<file path="src/core/fault_pkg.sv">
// Purpose: constants shared by the fault supervision block
// Assumes: 40 MHz pclk, APB register access
// Notes: offsets are byte addresses of 32-bit words
package fault_pkg;
	localparam int NUM_FAULT = 32;
	localparam int NUM_WARN = 64;
	localparam int HIST_DEPTH = 16;
	localparam logic [7:0] OFS_CTRL = 8'h00;
	localparam logic [7:0] OFS_STATUS = 8'h04;
	localparam logic [7:0] OFS_FAULT_LATCH = 8'h08;
	localparam logic [7:0] OFS_WARN_LO = 8'h0C;
	localparam logic [7:0] OFS_WARN_HI = 8'h10;
	localparam logic [7:0] OFS_HIST_IDX = 8'h14;
	localparam logic [7:0] OFS_HIST_DATA = 8'h18;
	localparam logic [7:0] OFS_IRQ_STAT = 8'h1C;
	localparam logic [7:0] OFS_IRQ_MASK = 8'h20;
	localparam logic [7:0] OFS_DISP_MASK = 8'h24;
	localparam logic [7:0] OFS_FATAL_MASK = 8'h28;
	localparam logic [7:0] OFS_CMD_TIMEOUT = 8'h2C;
	localparam int CTRL_DISABLE = 0;
	localparam int CTRL_ENABLE = 1;
	localparam int CTRL_CLEAR_ALL = 2;
	localparam int CTRL_ALM_CFG = 3;
	localparam int CTRL_CMD_STROBE = 4;
	localparam int ST_ENABLED = 0;
	localparam int ST_READY = 1;
	localparam int ST_REMOTE = 2;
	localparam int ST_FATAL = 3;
	localparam int ST_ANY_FAULT = 4;
	localparam int IRQ_FAULT = 0;
	localparam int IRQ_WARN = 1;
	localparam int IRQ_FATAL = 2;
	localparam int CMD_LOST_WARN = 49;
	localparam logic [1:0] CMD_LOST_COUNT = 2'h3;
	localparam logic [31:0] FATAL_MASK_RST = 32'h00000000;
	localparam logic [31:0] DISP_MASK_RST = 32'hFFFFFFFF;
	localparam logic [7:0] DISP_BLANK = 8'h00;
	localparam logic [7:0] DISP_FAULT_BASE = 8'h80;
	localparam logic [7:0] DISP_WARN_BASE = 8'h40;
endpackage

</file>
<file path="src/core/toggle_detect.sv">
// Purpose: recognise a deassert-then-reassert toggle of an enable source
// Assumes: input synchronous to pclk
// Notes: pulse comes on the reassertion edge
`timescale 1ns/10ps
module toggle_detect (
	// clock and reset
	input wire logic pclk,
	input wire logic presetn,
	// source
	input wire logic level_in,
	input wire logic armed,
	// result
	output logic toggle_pulse
);
	logic prev_q;
	logic seen_low_q;

	always_ff @(posedge pclk or negedge presetn) begin
		if (!presetn) begin
			prev_q <= 1'b0;
		end else begin
			prev_q <= level_in;
		end
	end

	always_ff @(posedge pclk or negedge presetn) begin
		if (!presetn) begin
			seen_low_q <= 1'b0;
		end else if (!level_in && armed) begin
			seen_low_q <= 1'b1;
		end else if (level_in && !prev_q) begin
			seen_low_q <= 1'b0;
		end
	end

	// pulse only after a seen deassertion
	assign toggle_pulse = armed && seen_low_q && level_in && !prev_q;
endmodule

</file>
<file path="src/core/fault_history.sv">
// Purpose: fault history store that keeps its content over power loss
// Assumes: array stands for the nonvolatile store; not cleared by reset
// Notes: circular, newest entry overwrites oldest
`timescale 1ns/10ps
module fault_history #(
	parameter int DEPTH = 16,
	parameter int AW = $clog2(DEPTH)
) (
	// clock and reset
	input wire logic pclk,
	input wire logic presetn,
	// append side
	input wire logic wr_en,
	input wire logic [7:0] wr_code,
	// read side
	input wire logic [AW-1:0] rd_idx,
	output logic [7:0] rd_code,
	output logic [AW-1:0] wr_ptr,
	output logic [15:0] total
);
	logic [7:0] mem [DEPTH];
	logic [AW-1:0] ptr_q;
	logic [15:0] total_q;

	// nonvolatile array: no reset term on purpose
	always_ff @(posedge pclk) begin
		if (wr_en) begin
			mem[ptr_q] <= wr_code;
		end
	end

	always_ff @(posedge pclk or negedge presetn) begin
		if (!presetn) begin
			ptr_q <= '0;
			total_q <= 16'h0000;
		end else if (wr_en) begin
			ptr_q <= ptr_q + 1'b1;
			total_q <= total_q + 16'h0001;
		end
	end

	assign rd_code = mem[rd_idx];
	assign wr_ptr = ptr_q;
	assign total = total_q;
endmodule

</file>
<file path="src/core/drive_fault_latch_control.sv">
// Purpose: latch drive faults, gate enable, track warnings, report status
// Assumes: condition inputs synchronous to pclk, APB slave registers
// Notes: zero-wait APB, pready always high
//
// Register access over APB and the placing of the registers were chosen for this implementation.
`timescale 1ns/10ps

// How it works
// - warnings are reported but never touch the drive enable
// - warning bits follow their conditions, no clear needed
// - any fault condition drops the enable at once and flags status
// - faults stay latched after the condition goes; enable refused meanwhile
// - a clear only drops latch bits whose condition is absent
// - disable command then enable command acts as a clear request
// - toggle of the remote enable line acts as a clear request
// - toggle on the alarm-clear input, when configured, clears faults
// - after clear with no condition the drive enables again
// - the lowest-numbered new fault of each cycle is appended to the persistent history
// - fatal faults stop the drive and block enabling until reset
// - clear-all command clears every latch whose condition is absent
// - latched faults and history contents are readable
// - ready flag high only when no latched fault blocks enabling
// - remote flag mirrors the hardware enable input
// - faults and masked-in warnings show as a display code
// - three missed target commands raise the command-lost warning
module drive_fault_latch_control
	import fault_pkg::*;
#(
	parameter int NF = NUM_FAULT,
	parameter int NW = NUM_WARN,
	parameter int HD = HIST_DEPTH
) (
	// clock and reset
	input wire logic pclk,
	input wire logic presetn,
	// apb slave
	input wire logic psel,
	input wire logic penable,
	input wire logic pwrite,
	input wire logic [7:0] paddr,
	input wire logic [31:0] pwdata,
	output logic [31:0] prdata,
	output logic pready,
	output logic pslverr,
	// conditions
	input wire logic [NF-1:0] fault_cond,
	input wire logic [NW-1:0] warn_cond,
	input wire logic cmd_update,
	input wire logic cmd_received,
	// enable sources
	input wire logic remote_enable,
	input wire logic alarm_clear_in,
	// outputs
	output logic drive_enable,
	output logic [7:0] display_code,
	output logic irq
);
	localparam int HAW = $clog2(HD);

	// lowest set bit index, used for history and display
	function automatic logic [7:0] first_set(input logic [63:0] v);
		logic [7:0] r;
		r = 8'hFF;
		for (int i = 63; i >= 0; i--) begin
			if (v[i]) begin
				r = 8'(i);
			end
		end
		return r;
	endfunction

	// ----------------------------------------
	// registers
	// ----------------------------------------
	logic [NF-1:0] fault_latch_q, fault_latch_d;
	logic [NF-1:0] fatal_mask_q, disp_mask_q;
	logic fatal_q;
	logic alm_cfg_q;
	logic host_en_q;
	logic host_disarm_q;
	logic drive_en_q;
	logic [NW-1:0] warn_q;
	logic [2:0] irq_stat_q, irq_mask_q, irq_evt;
	logic [HAW-1:0] hist_idx_q;
	logic [1:0] miss_cnt_q;
	logic [31:0] prdata_q, rd_mux;
	logic [7:0] disp_q;
	logic irq_q, err_q;

	logic wr_access;
	logic host_clear, remote_clear, alarm_clear, clear_req, clear_all;
	logic [NF-1:0] new_fault;
	logic [7:0] hist_code, hist_rd;
	logic [HAW-1:0] hist_wptr;
	logic [15:0] hist_total;
	logic [NW-1:0] warn_now;
	logic cmd_lost, rd_err;

	assign wr_access = psel && penable && pwrite;

	// ----------------------------------------
	// clear request sources
	// ----------------------------------------
	assign clear_all = wr_access && paddr == OFS_CTRL && pwdata[CTRL_CLEAR_ALL];

	always_ff @(posedge pclk or negedge presetn) begin
		if (!presetn) begin
			alm_cfg_q <= 1'b0;
			host_en_q <= 1'b1;
			host_disarm_q <= 1'b0;
		end else if (wr_access && paddr == OFS_CTRL) begin
			alm_cfg_q <= pwdata[CTRL_ALM_CFG];
			if (pwdata[CTRL_DISABLE]) begin
				host_en_q <= 1'b0;
				host_disarm_q <= 1'b1;
			end else if (pwdata[CTRL_ENABLE]) begin
				host_en_q <= 1'b1;
				host_disarm_q <= 1'b0;
			end
		end
	end
	// disable then enable counts as a clear
	assign host_clear = wr_access && paddr == OFS_CTRL && !pwdata[CTRL_DISABLE] && pwdata[CTRL_ENABLE]
		&& host_disarm_q;

	toggle_detect u_remote_tog (
		.pclk(pclk),
		.presetn(presetn),
		.level_in(remote_enable),
		.armed(1'b1),
		.toggle_pulse(remote_clear)
	);
	toggle_detect u_alarm_tog (
		.pclk(pclk),
		.presetn(presetn),
		.level_in(alarm_clear_in),
		.armed(alm_cfg_q),
		.toggle_pulse(alarm_clear)
	);

	assign clear_req = host_clear || remote_clear || alarm_clear || clear_all;

	// ----------------------------------------
	// fault latch
	// ----------------------------------------
	assign new_fault = fault_cond & ~fault_latch_q;
	always_comb begin
		fault_latch_d = fault_latch_q | fault_cond;
		if (clear_req) begin
			fault_latch_d = fault_cond;
		end
	end

	always_ff @(posedge pclk or negedge presetn) begin
		if (!presetn) begin
			fault_latch_q <= '0;
		end else begin
			fault_latch_q <= fault_latch_d;
		end
	end

	// fatal is sticky until power-on reset
	always_ff @(posedge pclk or negedge presetn) begin
		if (!presetn) begin
			fatal_q <= 1'b0;
		end else if (|(fault_cond & fatal_mask_q)) begin
			fatal_q <= 1'b1;
		end
	end

	// ----------------------------------------
	// drive enable
	// ----------------------------------------
	always_ff @(posedge pclk or negedge presetn) begin
		if (!presetn) begin
			drive_en_q <= 1'b0;
		end else if (fatal_q || |fault_cond || |fault_latch_q) begin
			drive_en_q <= 1'b0;
		end else begin
			drive_en_q <= host_en_q && remote_enable;
		end
	end

	// ----------------------------------------
	// warnings
	// ----------------------------------------
	always_ff @(posedge pclk or negedge presetn) begin
		if (!presetn) begin
			miss_cnt_q <= 2'h0;
		end else if (cmd_update) begin
			if (cmd_received) begin
				miss_cnt_q <= 2'h0;
			end else if (miss_cnt_q != CMD_LOST_COUNT) begin
				miss_cnt_q <= miss_cnt_q + 2'h1;
			end
		end
	end
	assign cmd_lost = miss_cnt_q == CMD_LOST_COUNT;
	always_comb begin
		warn_now = warn_cond;
		warn_now[CMD_LOST_WARN] = warn_cond[CMD_LOST_WARN] | cmd_lost;
	end

	always_ff @(posedge pclk or negedge presetn) begin
		if (!presetn) begin
			warn_q <= '0;
		end else begin
			warn_q <= warn_now;
		end
	end

	// ----------------------------------------
	// history
	// ----------------------------------------
	assign hist_code = first_set(64'(new_fault));

	fault_history #(
		.DEPTH(HD)
	) u_hist (
		.pclk(pclk),
		.presetn(presetn),
		.wr_en(|new_fault),
		.wr_code(hist_code),
		.rd_idx(hist_idx_q),
		.rd_code(hist_rd),
		.wr_ptr(hist_wptr),
		.total(hist_total)
	);

	// ----------------------------------------
	// display
	// ----------------------------------------
	always_ff @(posedge pclk or negedge presetn) begin
		if (!presetn) begin
			disp_q <= DISP_BLANK;
		end else if (|fault_latch_q) begin
			disp_q <= DISP_FAULT_BASE | first_set(64'(fault_latch_q));
		end else if (|(warn_q & 64'(disp_mask_q))) begin
			disp_q <= DISP_WARN_BASE | first_set(64'(warn_q & 64'(disp_mask_q)));
		end else begin
			disp_q <= DISP_BLANK;
		end
	end

	// ----------------------------------------
	// interrupts
	// ----------------------------------------
	assign irq_evt = {fatal_q, |(warn_now & ~warn_q), |new_fault};

	always_ff @(posedge pclk or negedge presetn) begin
		if (!presetn) begin
			irq_stat_q <= 3'h0;
		end else if (wr_access && paddr == OFS_IRQ_STAT) begin
			irq_stat_q <= (irq_stat_q & ~pwdata[2:0]) | irq_evt;
		end else begin
			irq_stat_q <= irq_stat_q | irq_evt;
		end
	end

	always_ff @(posedge pclk or negedge presetn) begin
		if (!presetn) begin
			irq_q <= 1'b0;
		end else begin
			irq_q <= |(irq_stat_q & irq_mask_q);
		end
	end

	// ----------------------------------------
	// apb configuration writes
	// ----------------------------------------
	always_ff @(posedge pclk or negedge presetn) begin
		if (!presetn) begin
			irq_mask_q <= 3'h0;
			disp_mask_q <= DISP_MASK_RST;
			fatal_mask_q <= FATAL_MASK_RST;
			hist_idx_q <= '0;
		end else if (wr_access) begin
			if (paddr == OFS_IRQ_MASK) begin
				irq_mask_q <= pwdata[2:0];
			end else if (paddr == OFS_DISP_MASK) begin
				disp_mask_q <= pwdata;
			end else if (paddr == OFS_FATAL_MASK) begin
				fatal_mask_q <= pwdata;
			end else if (paddr == OFS_HIST_IDX) begin
				hist_idx_q <= pwdata[HAW-1:0];
			end
		end
	end

	// ----------------------------------------
	// apb read
	// ----------------------------------------
	always_comb begin
		rd_mux = 32'h00000000;
		rd_err = 1'b0;
		if (paddr == OFS_CTRL) begin
			rd_mux = {28'h0, alm_cfg_q, 1'b0, host_en_q, ~host_en_q};
		end else if (paddr == OFS_STATUS) begin
			rd_mux = {27'h0, |fault_latch_q, fatal_q, remote_enable,
				~fatal_q & ~|fault_latch_q & ~|fault_cond, drive_en_q};
		end else if (paddr == OFS_FAULT_LATCH) begin
			rd_mux = fault_latch_q;
		end else if (paddr == OFS_WARN_LO) begin
			rd_mux = warn_q[31:0];
		end else if (paddr == OFS_WARN_HI) begin
			rd_mux = warn_q[63:32];
		end else if (paddr == OFS_HIST_IDX) begin
			rd_mux = {hist_total, 8'(hist_wptr), 8'(hist_idx_q)};
		end else if (paddr == OFS_HIST_DATA) begin
			rd_mux = {24'h0, hist_rd};
		end else if (paddr == OFS_IRQ_STAT) begin
			rd_mux = {29'h0, irq_stat_q};
		end else if (paddr == OFS_IRQ_MASK) begin
			rd_mux = {29'h0, irq_mask_q};
		end else if (paddr == OFS_DISP_MASK) begin
			rd_mux = disp_mask_q;
		end else if (paddr == OFS_FATAL_MASK) begin
			rd_mux = fatal_mask_q;
		end else begin
			rd_err = 1'b1;
		end
	end

	// read data registered in the setup cycle, valid during access
	always_ff @(posedge pclk or negedge presetn) begin
		if (!presetn) begin
			prdata_q <= 32'h00000000;
		end else if (psel && !penable && !pwrite) begin
			prdata_q <= rd_mux;
		end
	end

	always_ff @(posedge pclk or negedge presetn) begin
		if (!presetn) begin
			err_q <= 1'b0;
		end else if (psel && !penable) begin
			err_q <= rd_err && !(pwrite && paddr == OFS_CTRL);
		end
	end

	assign prdata = prdata_q;
	assign pready = 1'b1;
	assign pslverr = err_q;
	assign drive_enable = drive_en_q;
	assign display_code = disp_q;
	assign irq = irq_q;

	// ----------------------------------------
	// checks
	// ----------------------------------------
	a_fault_drops_enable: assert property (@(posedge pclk) disable iff (!presetn)
		|fault_cond |=> !drive_enable) else $error("drive enabled with fault present");
	a_latch_blocks_enable: assert property (@(posedge pclk) disable iff (!presetn)
		|fault_latch_q |=> !drive_enable) else $error("drive enabled with latched fault");
	a_clear_keeps_active: assert property (@(posedge pclk) disable iff (!presetn)
		clear_req |=> (fault_latch_q & $past(fault_cond)) == $past(fault_cond)) else $error("active fault cleared");
	a_clear_drops_idle: assert property (@(posedge pclk) disable iff (!presetn)
		clear_req |=> (fault_latch_q & ~$past(fault_cond)) == '0) else $error("idle fault not cleared");
	a_warn_tracks: assert property (@(posedge pclk) disable iff (!presetn)
		!warn_cond[0] |=> !warn_q[0]) else $error("warning not released");
	a_fatal_sticks: assert property (@(posedge pclk) disable iff (!presetn)
		fatal_q |=> fatal_q && !drive_enable) else $error("fatal state released");
	a_reenable: assert property (@(posedge pclk) disable iff (!presetn)
		!fatal_q && fault_latch_q == '0 && fault_cond == '0 && host_en_q && remote_enable
		|=> drive_enable) else $error("drive not reenabled");
	a_cmd_lost: assert property (@(posedge pclk) disable iff (!presetn)
		(cmd_update && !cmd_received)[*3] |=> warn_now[CMD_LOST_WARN]) else $error("command lost missed");
endmodule

</file>
<file path="config.mk">
export PLATFORM = sky130hd
export DESIGN_NAME = drive_fault_latch_control
export DESIGN_NICKNAME = d
export VERILOG_FILES = /design/src/core/fault_pkg.sv /design/src/core/toggle_detect.sv /design/src/core/fault_history.sv /design/src/core/drive_fault_latch_control.sv
export SDC_FILE = /design/constraint.sdc
export NUM_CORES = 1
export LEC_CHECK = 0
export ABC_AREA = 0
export BUFFER_PORTS_ARGS = -buffer_cell sky130_fd_sc_hd__buf_4
export CAP_MARGIN = 10
export CORE_AREA = 3 3 234 236
export CTS_CLUSTER_DIAMETER = 80
export DETAILED_ROUTE_END_ITERATION = 16
export DIE_AREA = 0 0 237 239
export GPL_TIMING_DRIVEN = 0
export PLACE_DENSITY = 0.45
export SYNTH_ARGS = -nofsm -noshare
export SYNTH_HDL_FRONTEND = slang
export SYNTH_SLANG_ARGS = --single-unit
</file>
<file path="constraint.sdc">
create_clock -name pclk -period 4.6 [get_ports pclk]
set_clock_uncertainty 0.05 [all_clocks]
set_input_delay 0.92 -clock pclk [delete_from_list [all_inputs] [get_ports pclk]]
set_output_delay 0.92 -clock pclk [all_outputs]
set_load 0.1 [all_outputs]
</file>
==> qor.csv <==
stage;metric;value;unit
yosys;seq_area_frac_synth;56.9;%
grt;use_met2;34.7;%
yosys;synth_area_per_cell;11.9;sq um
routing;wl_per_cell;28.0;um
clock_tree;cts-root-buf;clkbuf_16;
timing;setup_tns;0;ns
critical_path;critPathMaxStageDelay;0.85;ns
power_and_ir_drop;p_per_area;417;mW/mm^2
finish;drive_gt1_share;26.6;%
floorplan;die-area;0.0566;sq mm
clock_tree;clk_pin_slew;0.06;ns
critical_path;endpoint;prdata[24]$_DFFE_PN0P_;
grt;gr-total-overflow;0;
grt;grtUsageMet1;31.3;%
finish;fin_cells;2282;
floorplan;fp-row-count;84;
critical_path;critical_path_arrival;3.93;ns
grt;top_usage_layer;met2;
clock_tree;numCtsBuffers;40;
yosys;async_flop_share;71.7;%
critical_path;r2r-end;u_hist.mem[1][2]$_DFFE_PP_;
floorplan;core_area;0.0527;sq mm
routing;drc;0;
grt;grt_usage;22.2;%
timing;fin_crit;3.56;ns
yosys;synth-edff-count;96;
critical_path;crit_path_end_kind;flip-flop;
clock_tree;cts.path.max_buffers;3;
timing;clock.fmax;281;MHz
place;port_buffers;186;
yosys;yosysUniqueCellTypes;76;
place;hpwl;49800;um
timing;hold_viol;0;
routing;firstDrtPassIters;8;
clock_tree;cts.repair.resized;0;
clock_tree;postCtsSetupBuffers;0;
yosys;synth_warnings;0;
timing;drv_slew;0;
yosys;synthCells;1328;
clock_tree;htreeDepth;2;
grt;grt_first_pass_wirelength;91400;um
place;place_congestion;0.988;
finish;nets;1712;
yosys;ys_ff_latch;339;
timing;rsz0062_at_grt;no;
critical_path;ff2ff_path_depth;7;
grt;antenna_found_initial;4;
finish;area_delta_synth_final;24.0;%
floorplan;ios;189;
timing;setup_violations;0;
critical_path;setup.worst_path.start;paddr[3];
clock_tree;clk_latency;0.57;ns
grt;grt_pass1_vias;12600;
routing;antenna_left;0;
power_and_ir_drop;leakage;8.15;nW
place;dpl_worst_slack;0.607;ns
routing;drt_iter0_markers;1460;
yosys;synth_area;0.0158;sq mm
floorplan;initial_core_util;30.1;%
routing;num_vias;12600;
yosys;synth_nets;1479;
grt;gr-usage-met3;4.12;%
critical_path;worstSetupStartpointType;primary input;
hold_path;hold_path_class;primary input to async pin;
job;drv_cap;0;
place;post-place-cells;2207;
status;run_status;finished clean;
yosys;synth_area_leaders;dfrtp_1 (33%), edfxtp_1 (18%), dfstp_2 (5.5%);
floorplan;die_w;237;um
timing;maxSlewHeadroom;14.5;%
critical_path;cp.depth;9;
clock_tree;cts_hold_buf;0;
critical_path;path_max_fanout;10;
clock_tree;clock-sinks;339;
yosys;ys.flop_type;dfrtp_1;
clock_tree;cts_tree;built;
critical_path;worst-endpoint-required;4.97;ns
routing;wl;63900;um
floorplan;dieHeight;239;um
critical_path;path_delay_family;simple AND/OR/NAND/NOR gates;
grt;grt_max_degree;109;
yosys;synth_top_area_share;33.2;%
timing;period_share;77.4;%
power_and_ir_drop;peakVddDrop;0.000257;V
critical_path;rrSetupSlack;1.35;ns
critical_path;timing.rr.start;fault_latch_q[2]$_DFF_PN0_;
timing;layout_setup_ws;1.04;ns
critical_path;crit_slowest_cell;nor4_1;
routing;routed_via_density;5.54;
timing;worst_pin_slew;1.26;ns
critical_path;path_buf_inv;4;
critical_path;path_class;primary input to flip-flop;
yosys;synth_top_area_cell;dfrtp_1;
critical_path;path_cells;buf_4 > clkbuf_1 > nor4_1 > and2_1 > buf_2 > buf_1 > a21oi_1 > o221ai_1 > nand2_1;
-- Yosys cell counts, types with 19 or more instances --
master / n
o21ai_0: 40
a21oi_1: 42
clkbuf_1: 33
o22ai_1: 28
a22oi_1: 45
a221oi_1: 33
nand2_1: 89
nor4_1: 25
nor2_1: 71
dfrtp_1: 210
a21o_1: 34
mux2_2: 73
mux4_2: 25
nand3_1: 28
edfxtp_1: 96
inv_1: 83
nand4_1: 22
nor2b_1: 28
nand2b_1: 26
a22o_1: 36
mux2i_1: 19
dfstp_2: 33
-- per-layer routing --
metal	routed length (um)	vias up
met1	27900	6513
met3	4880	94
li1	-	5522
met4	1980	6
met5	41	-
met2	29100	510
-- flip-flops by register name (all words and copies together), names as in the netlist, 2 cells and up --
name	flops
fatal_mask_q	32
u_hist.total	16
prdata	32
display_code	8
u_hist.mem	96
hist_idx_q	4
fault_latch_q	32
irq_stat_q	3
irq_mask_q	3
disp_mask_q	32
u_hist.wr_ptr	4
warn_q	64
miss_cnt_q	2
-- layout by cell type (no fill, tap or decap), types with 7 or more instances in the layout --
| cell | Yosys | final |
|---|---|---|
| clkbuf_16 | 0 | 40 |
| nand2b_1 | 26 | 26 |
| inv_1 | 83 | 83 |
| nand3_1 | 28 | 28 |
| clkbuf_8 | 0 | 8 |
| nor4_1 | 25 | 25 |
| dfrtp_1 | 210 | 210 |
| mux4_2 | 25 | 25 |
| and2_1 | 8 | 8 |
| nor3_1 | 17 | 16 |
| a222oi_1 | 9 | 9 |
| and3_1 | 7 | 7 |
| mux2_2 | 73 | 73 |
| o22ai_1 | 28 | 28 |
| a221oi_1 | 33 | 33 |
| a22oi_1 | 45 | 45 |
| a21o_1 | 34 | 34 |
| buf_2 | 17 | 17 |
| edfxtp_1 | 96 | 96 |
| a211oi_1 | 8 | 8 |
| nor2_1 | 71 | 71 |
| o221ai_1 | 12 | 12 |
| nand2_1 | 89 | 89 |
| clkbuf_1 | 33 | 41 |
| mux2i_1 | 19 | 19 |
| xnor2_1 | 15 | 15 |
| a22o_1 | 36 | 36 |
| o21ai_0 | 40 | 39 |
| a31oi_1 | 9 | 8 |
| nand4_1 | 22 | 22 |
| nor2b_1 | 28 | 28 |
| dfstp_2 | 33 | 33 |
| a21oi_1 | 42 | 42 |
| buf_4 | 4 | 190 |
-- final cells by class --
| type | instances | area (sq um) |
|---|---|---|
| Buffer | 61 | 274 |
| Clock buffer | 56 | 1140 |
| Sequential cell | 339 | 9000 |
| Inverter | 83 | 312 |
| Multi-Input combinational cell | 845 | 6270 |
| Clock inverter | 18 | 267 |
| Tap cell | 688 | 861 |
| Timing Repair Buffer | 191 | 1490 |
| Fill cell | 5196 | 33000 |
| Antenna cell | 1 | 2.50 |
-- worst min-delay path by stage --
| stage | start | end | slack [ns] | depth (start not counted) |
|---|---|---|---|---|
| after floorplan | u_alarm_tog.prev_q$_DFF_PN0_ | u_alarm_tog.seen_low_q$_DFFE_PN0P_ | 0.39 | 2 |
| after global placement | u_alarm_tog.prev_q$_DFF_PN0_ | u_alarm_tog.seen_low_q$_DFFE_PN0P_ | 0.41 | 2 |
| after detailed placement | u_remote_tog.prev_q$_DFF_PN0_ | u_remote_tog.seen_low_q$_DFFE_PN0P_ | 0.41 | 2 |
| after CTS | presetn | prdata[1]$_DFFE_PN0P_ | 0.14 | 1 |
| after global routing | presetn | irq$_DFF_PN0_ | 0.15 | 1 |
| final | presetn | drive_enable$_DFF_PN0_ | 0.16 | 1 |
-- worst register-to-register path, cell delays in order (launching register included) --
cell     delay, ns
dfrtp_1       0.51
nor2b_1       0.13
or4_4         0.60
nor4_4        0.48
nand4_2       0.39
buf_2         0.34
nand2_1       0.22
nor3_1        0.23
-- metrics by stage --
stage | total power, W | instance area [sq um] | hold slack [ns] | util, %
2_1_floorplan | 0.00423 | 15800 | 0.391 | -
3_5_place_dp | 0.00484 | 18200 | 0.415 | 34.6
4_1_cts | 0.00828 | 19600 | 0.136 | 37.3
6_report | 0.00818 | 19600 | 0.159 | 37.3
3_3_place_gp | 0.00479 | 18100 | 0.407 | 34.4
5_1_grt | 0.00852 | 19600 | 0.150 | 37.3
-- cells by family (layout without fill, tap and decap cells) --
group	count (synthesis)	after routing	share of synthesized area (%)
simple gates	353	353	11.5
compound gates	344	344	15.9
flops	339	339	56.9
buf+inv	144	409	3.70
mux	121	121	10.4
xor+xnor	19	19	1.05
fa+ha+maj	6	6	0.474
other cells	2	3	0.0474
-- report_power, final --
part,total (W),switching [W],internal [W]
Combinational,0.00113,0.000747,0.000382
Clock,0.00340,0.00132,0.00208
Sequential,0.00365,0.000200,0.00345
(Power assumes the default switching activity.)
